==> config.mk <==
export PLATFORM = sky130hd
export DESIGN_NAME = uefap_ctrl
export DESIGN_NICKNAME = d
export VERILOG_FILES = /design/src/uefap_pkg.sv /design/src/uefap_ctrl.sv
export SDC_FILE = /design/constraint.sdc
export NUM_CORES = 1
export LEC_CHECK = 0
export ABC_AREA = 1
export BUFFER_PORTS_ARGS = -buffer_cell sky130_fd_sc_hd__buf_2
export CAP_MARGIN = 20
export CORE_AREA = 8 8 200 202
export DETAILED_ROUTE_END_ITERATION = 7
export DIE_AREA = 0 0 208 210
export PLACE_DENSITY = 0.39
export SYNTH_ARGS = -nofsm -noshare
export SYNTH_HDL_FRONTEND = slang
export SYNTH_SLANG_ARGS = --single-unit
==> constraint.sdc <==
create_clock -name sys_clk -period 2.8 [get_ports sys_clk]
set_clock_uncertainty 0.1 [all_clocks]
set_input_delay 0.14 -clock sys_clk [delete_from_list [all_inputs] [get_ports sys_clk]]
set_output_delay 0.14 -clock sys_clk [all_outputs]
set_load 0.1 [all_outputs]
==> src/uefap_pkg.sv <==
package uefap_pkg;
  // Device register map
  localparam logic [7:0] DEV_MISC_ADDR = 8'h46;
  localparam logic [7:0] DEV_EP0_ADDR  = 8'h48;
  localparam logic [7:0] DEV_EP1_ADDR  = 8'h49;
  // Command/status field positions
  localparam int MB_REQ   = 0;
  localparam int MB_TX    = 1;
  localparam int MB_CLR   = 2;
  localparam int MB_SEL   = 3;
  localparam int MB_SETUP = 5;
  localparam int MB_RDY   = 6;
  localparam int MB_ZLEN  = 7;
  // Avalon register byte offsets
  localparam logic [5:0] AV_CTRL   = 6'h00;
  localparam logic [5:0] AV_STATUS = 6'h04;
  localparam logic [5:0] AV_PIPE   = 6'h08;
  localparam int AV_DATA_BIT       = 5;
  // Control word fields
  localparam int CB_START = 0;
  localparam int CB_OP    = 1;
  localparam int CB_SEL   = 4;
  localparam int CB_LEN   = 5;
  localparam int CB_KEEP  = 9;
  localparam int CB_ACK   = 10;
  // Operations
  localparam logic [2:0] OP_READ  = 3'h0;
  localparam logic [2:0] OP_WRITE = 3'h1;
  localparam logic [2:0] OP_PRB_R = 3'h2;
  localparam logic [2:0] OP_PRB_W = 3'h3;
  localparam logic [2:0] OP_CLEAR = 3'h4;
  // Timing
  localparam int CLK_NS  = 100;
  localparam int GAP_NS  = 2000;
  localparam int GAP_CYC = (GAP_NS + CLK_NS - 1) / CLK_NS;
  localparam int GAP_W   = 5;
  localparam int MAX_PKT = 8;
endpackage

==> src/uefap_ctrl.sv <==
//////////////////////////////////////////////////////////////////////////////
//
// Decided for this implementation: the Avalon-MM slave port.
module uefap_ctrl
  import uefap_pkg::*;
#(
  parameter int DEPTH = MAX_PKT
) (
  // Clock and reset
  input  wire logic        sys_clk,
  input  wire logic        srst,
  // Avalon-MM slave
  input  wire logic [5:0]  avs_address,
  input  wire logic        avs_read,
  input  wire logic        avs_write,
  input  wire logic [31:0] avs_writedata,
  output logic      [31:0] avs_readdata,
  output logic             avs_waitrequest,
  // Device register port
  output logic      [7:0]  dev_addr,
  output logic      [7:0]  dev_wdata,
  output logic             dev_we,
  output logic             dev_re,
  input  wire logic [7:0]  dev_rdata,
  // Device pipe events
  input  wire logic        usb_int,
  input  wire logic        active_pipe_number
);

  if (DEPTH < 1 || DEPTH > MAX_PKT) begin : g_chk
    $error("DEPTH must lie in 1..8");
  end

  typedef enum {S_IDLE, S_SETUP, S_REQ, S_WAIT, S_POLL, S_RDW, S_CHK, S_XFER, S_CAP,
                S_END1, S_END2} uefap_state_t;

  typedef struct packed {
    uefap_state_t         st;
    logic                 wait_n;
    logic [31:0]          rdata;
    logic [7:0]           daddr;
    logic [7:0]           dwdata;
    logic                 dwe;
    logic                 dre;
    logic [2:0]           op;
    logic                 sel;
    logic [3:0]           len;
    logic                 keep;
    logic                 tx;
    logic                 busy;
    logic                 done;
    logic                 seen;
    logic                 rdy;
    logic                 setup_f;
    logic                 zlen_f;
    logic [3:0]           cnt;
    logic [GAP_W-1:0]     gap;
    logic [7:0]           misc;
    logic                 pipe_evt;
    logic                 pipe_num;
    logic [7:0][7:0]      tx_buf;
    logic [7:0][7:0]      rx_buf;
  } uefap_regs_t;

  localparam logic [GAP_W-1:0] GAP_LOAD = GAP_W'(GAP_CYC);
  localparam logic [3:0]       DEPTH4   = 4'(DEPTH);

  uefap_regs_t r_reg;
  uefap_regs_t r_next;

  // Command/status word as sent to the device; ready and zero-length are not driven
  function automatic logic [7:0] misc_word(input logic keep, input logic sel, input logic clr,
                                           input logic tx, input logic req);
    logic [7:0] w;
    w = 8'h00;
    w[MB_SETUP]   = keep;
    w[MB_SEL+1]   = 1'b0;
    w[MB_SEL]     = sel;
    w[MB_CLR]     = clr;
    w[MB_TX]      = tx;
    w[MB_REQ]     = req;
    return w;
  endfunction

  logic av_wr;
  logic av_rd;
  logic is_rd_op;
  logic is_wr_op;
  assign av_wr    = avs_write && !r_reg.wait_n;
  assign av_rd    = avs_read && !r_reg.wait_n;
  assign is_rd_op = (r_reg.op == OP_READ);
  assign is_wr_op = (r_reg.op == OP_WRITE);

  //////////////////////////////////////////////////////////////////////////////
  // Next-state logic
  always_comb begin
    r_next     = r_reg;
    r_next.dwe = 1'b0;
    r_next.dre = 1'b0;
    // One wait cycle per access keeps read data a clean registered value
    r_next.wait_n = !((avs_read || avs_write) && r_reg.wait_n);
    if (avs_read && r_reg.wait_n) begin
      r_next.rdata = 32'h0000_0000;
      if (avs_address[AV_DATA_BIT]) begin
        r_next.rdata[7:0] = r_reg.rx_buf[avs_address[4:2]];
      end else if (avs_address == AV_CTRL) begin
        r_next.rdata[CB_OP+:3]  = r_reg.op;
        r_next.rdata[CB_SEL]    = r_reg.sel;
        r_next.rdata[CB_LEN+:4] = r_reg.len;
        r_next.rdata[CB_KEEP]   = r_reg.keep;
      end else if (avs_address == AV_STATUS) begin
        r_next.rdata[0]     = r_reg.busy;
        r_next.rdata[1]     = r_reg.done;
        r_next.rdata[2]     = r_reg.rdy;
        r_next.rdata[3]     = r_reg.setup_f;
        r_next.rdata[4]     = r_reg.zlen_f;
        r_next.rdata[11:8]  = r_reg.cnt;
        r_next.rdata[23:16] = r_reg.misc;
      end else if (avs_address == AV_PIPE) begin
        r_next.rdata[0] = r_reg.pipe_evt;
        r_next.rdata[1] = r_reg.pipe_num;
      end
    end
    // Data window writes fill the outgoing packet; ignored while a transfer runs
    if (av_wr && avs_address[AV_DATA_BIT] && !r_reg.busy) begin
      r_next.tx_buf[avs_address[4:2]] = avs_writedata[7:0];
    end
    // Pipe completion is sticky; a new event wins over the acknowledge
    if (av_wr && avs_address == AV_CTRL && avs_writedata[CB_ACK]) begin
      r_next.pipe_evt = 1'b0;
    end
    if (usb_int) begin
      r_next.pipe_evt = 1'b1;
      r_next.pipe_num = active_pipe_number;
    end
    case (r_reg.st)
      S_IDLE: begin
        if (av_wr && avs_address == AV_CTRL && avs_writedata[CB_START]) begin
          r_next.op   = avs_writedata[CB_OP+:3];
          r_next.sel  = avs_writedata[CB_SEL];
          r_next.keep = avs_writedata[CB_KEEP];
          r_next.len  = (avs_writedata[CB_LEN+:4] > DEPTH4) ? DEPTH4 : avs_writedata[CB_LEN+:4];
          r_next.tx   = (avs_writedata[CB_OP+:3] == OP_WRITE) ||
                        (avs_writedata[CB_OP+:3] == OP_PRB_W);
          r_next.busy = 1'b1;
          r_next.done = 1'b0;
          r_next.seen = 1'b0;
          r_next.cnt  = 4'h0;
          r_next.st   = S_SETUP;
        end
      end
      S_SETUP: begin
        // Fields settle before the request rises
        r_next.dwe    = 1'b1;
        r_next.daddr  = DEV_MISC_ADDR;
        r_next.dwdata = misc_word(r_reg.keep, r_reg.sel, r_reg.op == OP_CLEAR, r_reg.tx, 1'b0);
        r_next.st     = S_REQ;
      end
      S_REQ: begin
        r_next.dwe    = 1'b1;
        r_next.daddr  = DEV_MISC_ADDR;
        r_next.dwdata = misc_word(r_reg.keep, r_reg.sel, r_reg.op == OP_CLEAR, r_reg.tx, 1'b1);
        r_next.gap    = GAP_LOAD;
        r_next.st     = (r_reg.op == OP_CLEAR) ? S_END2 : S_WAIT;
      end
      S_WAIT: begin
        if (r_reg.gap == '0) begin
          r_next.st = S_POLL;
        end else begin
          r_next.gap = r_reg.gap - GAP_W'(1);
        end
      end
      S_POLL: begin
        r_next.dre   = 1'b1;
        r_next.daddr = DEV_MISC_ADDR;
        r_next.st    = S_RDW;
      end
      S_RDW: begin
        // Device answers in the cycle after the read strobe
        r_next.st = (r_reg.daddr == DEV_MISC_ADDR) ? S_CHK : S_CAP;
      end
      S_CHK: begin
        r_next.misc    = dev_rdata;
        r_next.rdy     = dev_rdata[MB_RDY];
        r_next.setup_f = dev_rdata[MB_SETUP];
        r_next.zlen_f  = dev_rdata[MB_ZLEN];
        r_next.gap     = GAP_LOAD;
        if (r_reg.op == OP_PRB_R || r_reg.op == OP_PRB_W) begin
          r_next.st = S_END2;
        end else if (is_rd_op) begin
          if (dev_rdata[MB_RDY]) begin
            r_next.seen = 1'b1;
            r_next.st   = (r_reg.cnt == DEPTH4) ? S_END1 : S_XFER;
          end else begin
            r_next.st = r_reg.seen ? S_END1 : S_WAIT;
          end
        end else begin
          if (r_reg.cnt == r_reg.len && (dev_rdata[MB_RDY] || r_reg.seen)) begin
            r_next.st = S_END1;
          end else if (dev_rdata[MB_RDY]) begin
            r_next.seen = 1'b1;
            r_next.st   = S_XFER;
          end else begin
            r_next.st = r_reg.seen ? S_END1 : S_WAIT;
          end
        end
      end
      S_XFER: begin
        r_next.daddr = r_reg.sel ? DEV_EP1_ADDR : DEV_EP0_ADDR;
        r_next.gap   = GAP_LOAD;
        if (is_wr_op) begin
          r_next.dwe    = 1'b1;
          r_next.dwdata = r_reg.tx_buf[r_reg.cnt[2:0]];
          r_next.cnt    = r_reg.cnt + 4'h1;
          r_next.st     = S_WAIT;
        end else begin
          r_next.dre = 1'b1;
          r_next.st  = S_RDW;
        end
      end
      S_CAP: begin
        r_next.rx_buf[r_reg.cnt[2:0]] = dev_rdata;
        r_next.cnt = r_reg.cnt + 4'h1;
        r_next.st  = S_WAIT;
      end
      S_END1: begin
        // Direction flips while the request still stands to mark the end
        r_next.tx     = !r_reg.tx;
        r_next.dwe    = 1'b1;
        r_next.daddr  = DEV_MISC_ADDR;
        r_next.dwdata = misc_word(r_reg.keep, r_reg.sel, 1'b0, !r_reg.tx, 1'b1);
        r_next.st     = S_END2;
      end
      S_END2: begin
        r_next.dwe    = 1'b1;
        r_next.daddr  = DEV_MISC_ADDR;
        r_next.dwdata = misc_word(r_reg.keep, r_reg.sel, 1'b0, r_reg.tx, 1'b0);
        r_next.busy   = 1'b0;
        r_next.done   = 1'b1;
        r_next.st     = S_IDLE;
      end
      default: begin
        r_next.st   = S_IDLE;
        r_next.busy = 1'b0;
      end
    endcase
  end

  //////////////////////////////////////////////////////////////////////////////
  // State register
  always_ff @(posedge sys_clk) begin
    if (srst) begin
      r_reg        <= '0;
      r_reg.st     <= S_IDLE;
      r_reg.wait_n <= 1'b1;
    end else begin
      r_reg <= r_next;
    end
  end

  assign avs_readdata    = r_reg.rdata;
  assign avs_waitrequest = r_reg.wait_n;
  assign dev_addr        = r_reg.daddr;
  assign dev_wdata       = r_reg.dwdata;
  assign dev_we          = r_reg.dwe;
  assign dev_re          = r_reg.dre;

  //////////////////////////////////////////////////////////////////////////////
  // Checks
  logic [7:0] last_misc_reg;
  logic [7:0] since_data_reg;
  logic       data_acc;
  assign data_acc = (dev_we || dev_re) && dev_addr != DEV_MISC_ADDR;

  // Helper history: last command word and cycles since the last data access
  always_ff @(posedge sys_clk) begin
    if (srst) begin
      last_misc_reg  <= 8'h00;
      since_data_reg <= 8'hff;
    end else begin
      if (dev_we && dev_addr == DEV_MISC_ADDR) begin
        last_misc_reg <= dev_wdata;
      end
      if (data_acc) begin
        since_data_reg <= 8'h00;
      end else if (since_data_reg != 8'hff) begin
        since_data_reg <= since_data_reg + 8'h01;
      end
    end
  end
endmodule

==> results_dict.tcl <==
set metrics [dict create \
    dpl_cell_area_um2 9540 \
    grt_remaining_overflow 0 \
    synthCells 1263 \
    drv_cap 0 \
    path_class "reg2reg" \
    dieArea_um2 43700 \
    routabilityCongestion 0.781 \
    dieWidth_um 208 \
    first_pass_iters 5 \
    regArea_um2 3980 \
    layout-drive-gt1-share_pct 12.0 \
    post-route-period-util_pct 84.4 \
    slew_viol_final 0 \
    fmax_ghz 0.423 \
    ioPinCount 103 \
    use_met2_pct 22.5 \
    routed_wl_um 30400 \
    final_util_pct 27.9 \
    critPathLaunchType "flip-flop" \
    final_cell_mix "nor2_1 (266), dfxtp_1 (199), o21ai_0 (179), nand2_1 (163), a21oi_1 (103)" \
    port_buffers 66 \
    rsz0062_at_grt "no" \
    antenna_found_initial 2 \
    ys.flop_type "dfxtp_1" \
    fin_nets 1346 \
    stdcell_area_um2 10300 \
    crit_required_ns 3.07 \
    grt.total_usage_pct 13.9 \
    final_common_cell "nor2_1" \
    crit_path_end_kind "flip-flop" \
    hp-class "in2reg" \
    synth_edf_count 0 \
    cts_max_path_buffers 2 \
    grt_pass1_vias 7923 \
    dp_hpwl_um 21200 \
    drtIter0Drc 495 \
    fin_tns_setup_ns 0 \
    holdWs_ns 0.0153 \
    syn-cell-area_um2 9060 \
    final_antenna_net_count 0 \
    area_growth_pct 13.6 \
    largest_register_ff_count 164 \
    vias 8126 \
    worst_pin_slew_ns 0.880 \
    fillers 4066 \
    power_mw 6.25 \
    power_density_nw_per_um2 607 \
    yosys.cell_types.count 45 \
    tritoncts "built" \
    core_area_um2 37000 \
    drc 0 \
    multiInputGateArea_um2 4170 \
    cts_sinks 199 \
    cts_buffers 17 \
    hold_viol 0 \
    async_flop_share_pct 0 \
    ys_ff_latch 199 \
    grt_max_degree 161 \
    start_util_pct 24.5 \
    top_usage_layer "met2" \
    use_met3_pct 3.12 \
    diodes 0 \
    ir_drop_mv 0.376 \
    crit_arrival_ns 2.63 \
    ys_seq_area_share_pct 43.9 \
    clock_latency_ns 0.44 \
    ys_warn_count 0 \
    setup_viol 0 \
    path_clk_slew_ns 0.07 \
    dieHeight_um 210 \
    fin_crit_ns 2.36 \
    routed_via_density 4.57 \
    critPathMaxFanout 16 \
    wl_per_cell_um 17.1 \
    synth_area_per_cell_um2 7.18 \
    grt_pass1_wl_um 47600 \
    num_rows 71 \
    p_leak_nw 4.28 \
    use_met1_pct 18.5 \
    timing.slew.headroom_pct 40.8 \
    status "completed" \
    htreeDepth 4 \
    cts_root_buf "clkbuf_16" \
]
[report_power, final]
part,leakage [nW],switching [mW],internal (mW)
clock network,0.273,1.15,1.28
registers,1.61,0.0381,2.89
logic,2.40,0.727,0.174
total,4.28,1.91,4.34
[per-stage QoR]
step                      worst slack, ns  cells
final                               0.437   1777
after global routing                0.254   1777
after CTS                           0.422   1777
after detailed placement            0.574   1726
after global placement              0.578   1726
after floorplan                     0.683   1277
[routing by layer]
layer	vias to the layer above	wire length (µm)
met5	-	23
met2	111	14100
li1	4144	-
met1	3846	14900
met3	21	1100
met4	4	273
[cells in the mapped netlist, types with 2 or more instances]
library cell	count	area (µm²)
a211oi_2	2	25.0
a21oi_1	103	515
a22oi_1	7	52.6
a31oi_1	4	25.0
buf_1	14	52.6
buf_2	8	40.0
buf_4	49	368
buf_6	3	33.8
clkbuf_1	29	109
clkinv_1	3	11.3
dfxtp_1	199	3980
ha_1	4	50.1
inv_1	78	293
inv_2	13	48.8
nand2_1	163	612
nand2_2	6	37.5
nand3_1	57	285
nand3_4	2	35.0
nand3b_1	3	22.5
nand4_1	12	75.1
nor2_1	266	998
nor2_2	11	68.8
nor2_4	5	56.3
nor2_8	2	40.0
nor3_1	2	10.0
nor3_4	3	48.8
nor3b_1	2	15.0
o2111ai_1	7	61.3
o211ai_1	9	67.6
o21ai_0	179	896
o22ai_1	2	12.5
o31ai_1	2	15.0
xor2_1	2	17.5
[layout make-up]
| class | count | area share [%] |
|---|---|---|
| Clock buffer | 21 | 4.47 |
| Timing Repair Buffer | 98 | 6.13 |
| Tap cell | 474 | 5.76 |
| Sequential cell | 199 | 38.7 |
| Inverter | 94 | 3.44 |
| Clock inverter | 11 | 0.972 |
| Multi-Input combinational cell | 880 | 40.5 |
[cells by family after synthesis]
group                      synth area share [%]
AOI/OAI and AO/OA                          18.8
and+or+nand+nor                            25.8
other                                    0.0414
adders and majority gates                 0.552
xor gates and xnor gates                  0.290
DFF                                        43.9
buffers and inverters                      10.6
[timing repair]
action                    CTS  global route
resized for setup           0             0
hold buffers               19             0
buffers inserted            0             0
hold endpoints to repair   36             0
[worst max-delay path, stage by stage, from the launching register on]
cell and delay, ns:
dfxtp_1 0.40, nor2_2 0.15, inv_1 0.10, nor2_2 0.19, inv_1 0.11, nor2_4 0.17, inv_2 0.16, nor2_4 0.17
nand2_1 0.07, dlygate4sd3_1 0.56, a21oi_1 0.11
[worst paths after layout]
check | from | to | slack, ns | cells after the start
min reg2reg | r_reg[135]$_SDFFE_PP0P_ | r_reg[135]$_SDFFE_PP0P_ | 0.35 | 2
min | avs_writedata[7] | r_reg[157]$_SDFFE_PP0P_ | 0.02 | 3
max | r_reg[215]$_SDFFE_PP0P_ | r_reg[156]$_SDFFE_PP0P_ | 0.44 | 10
max reg2reg | r_reg[215]$_SDFFE_PP0P_ | r_reg[156]$_SDFFE_PP0P_ | 0.44 | 10
Note: power is estimated with default switching activity, not from simulation.
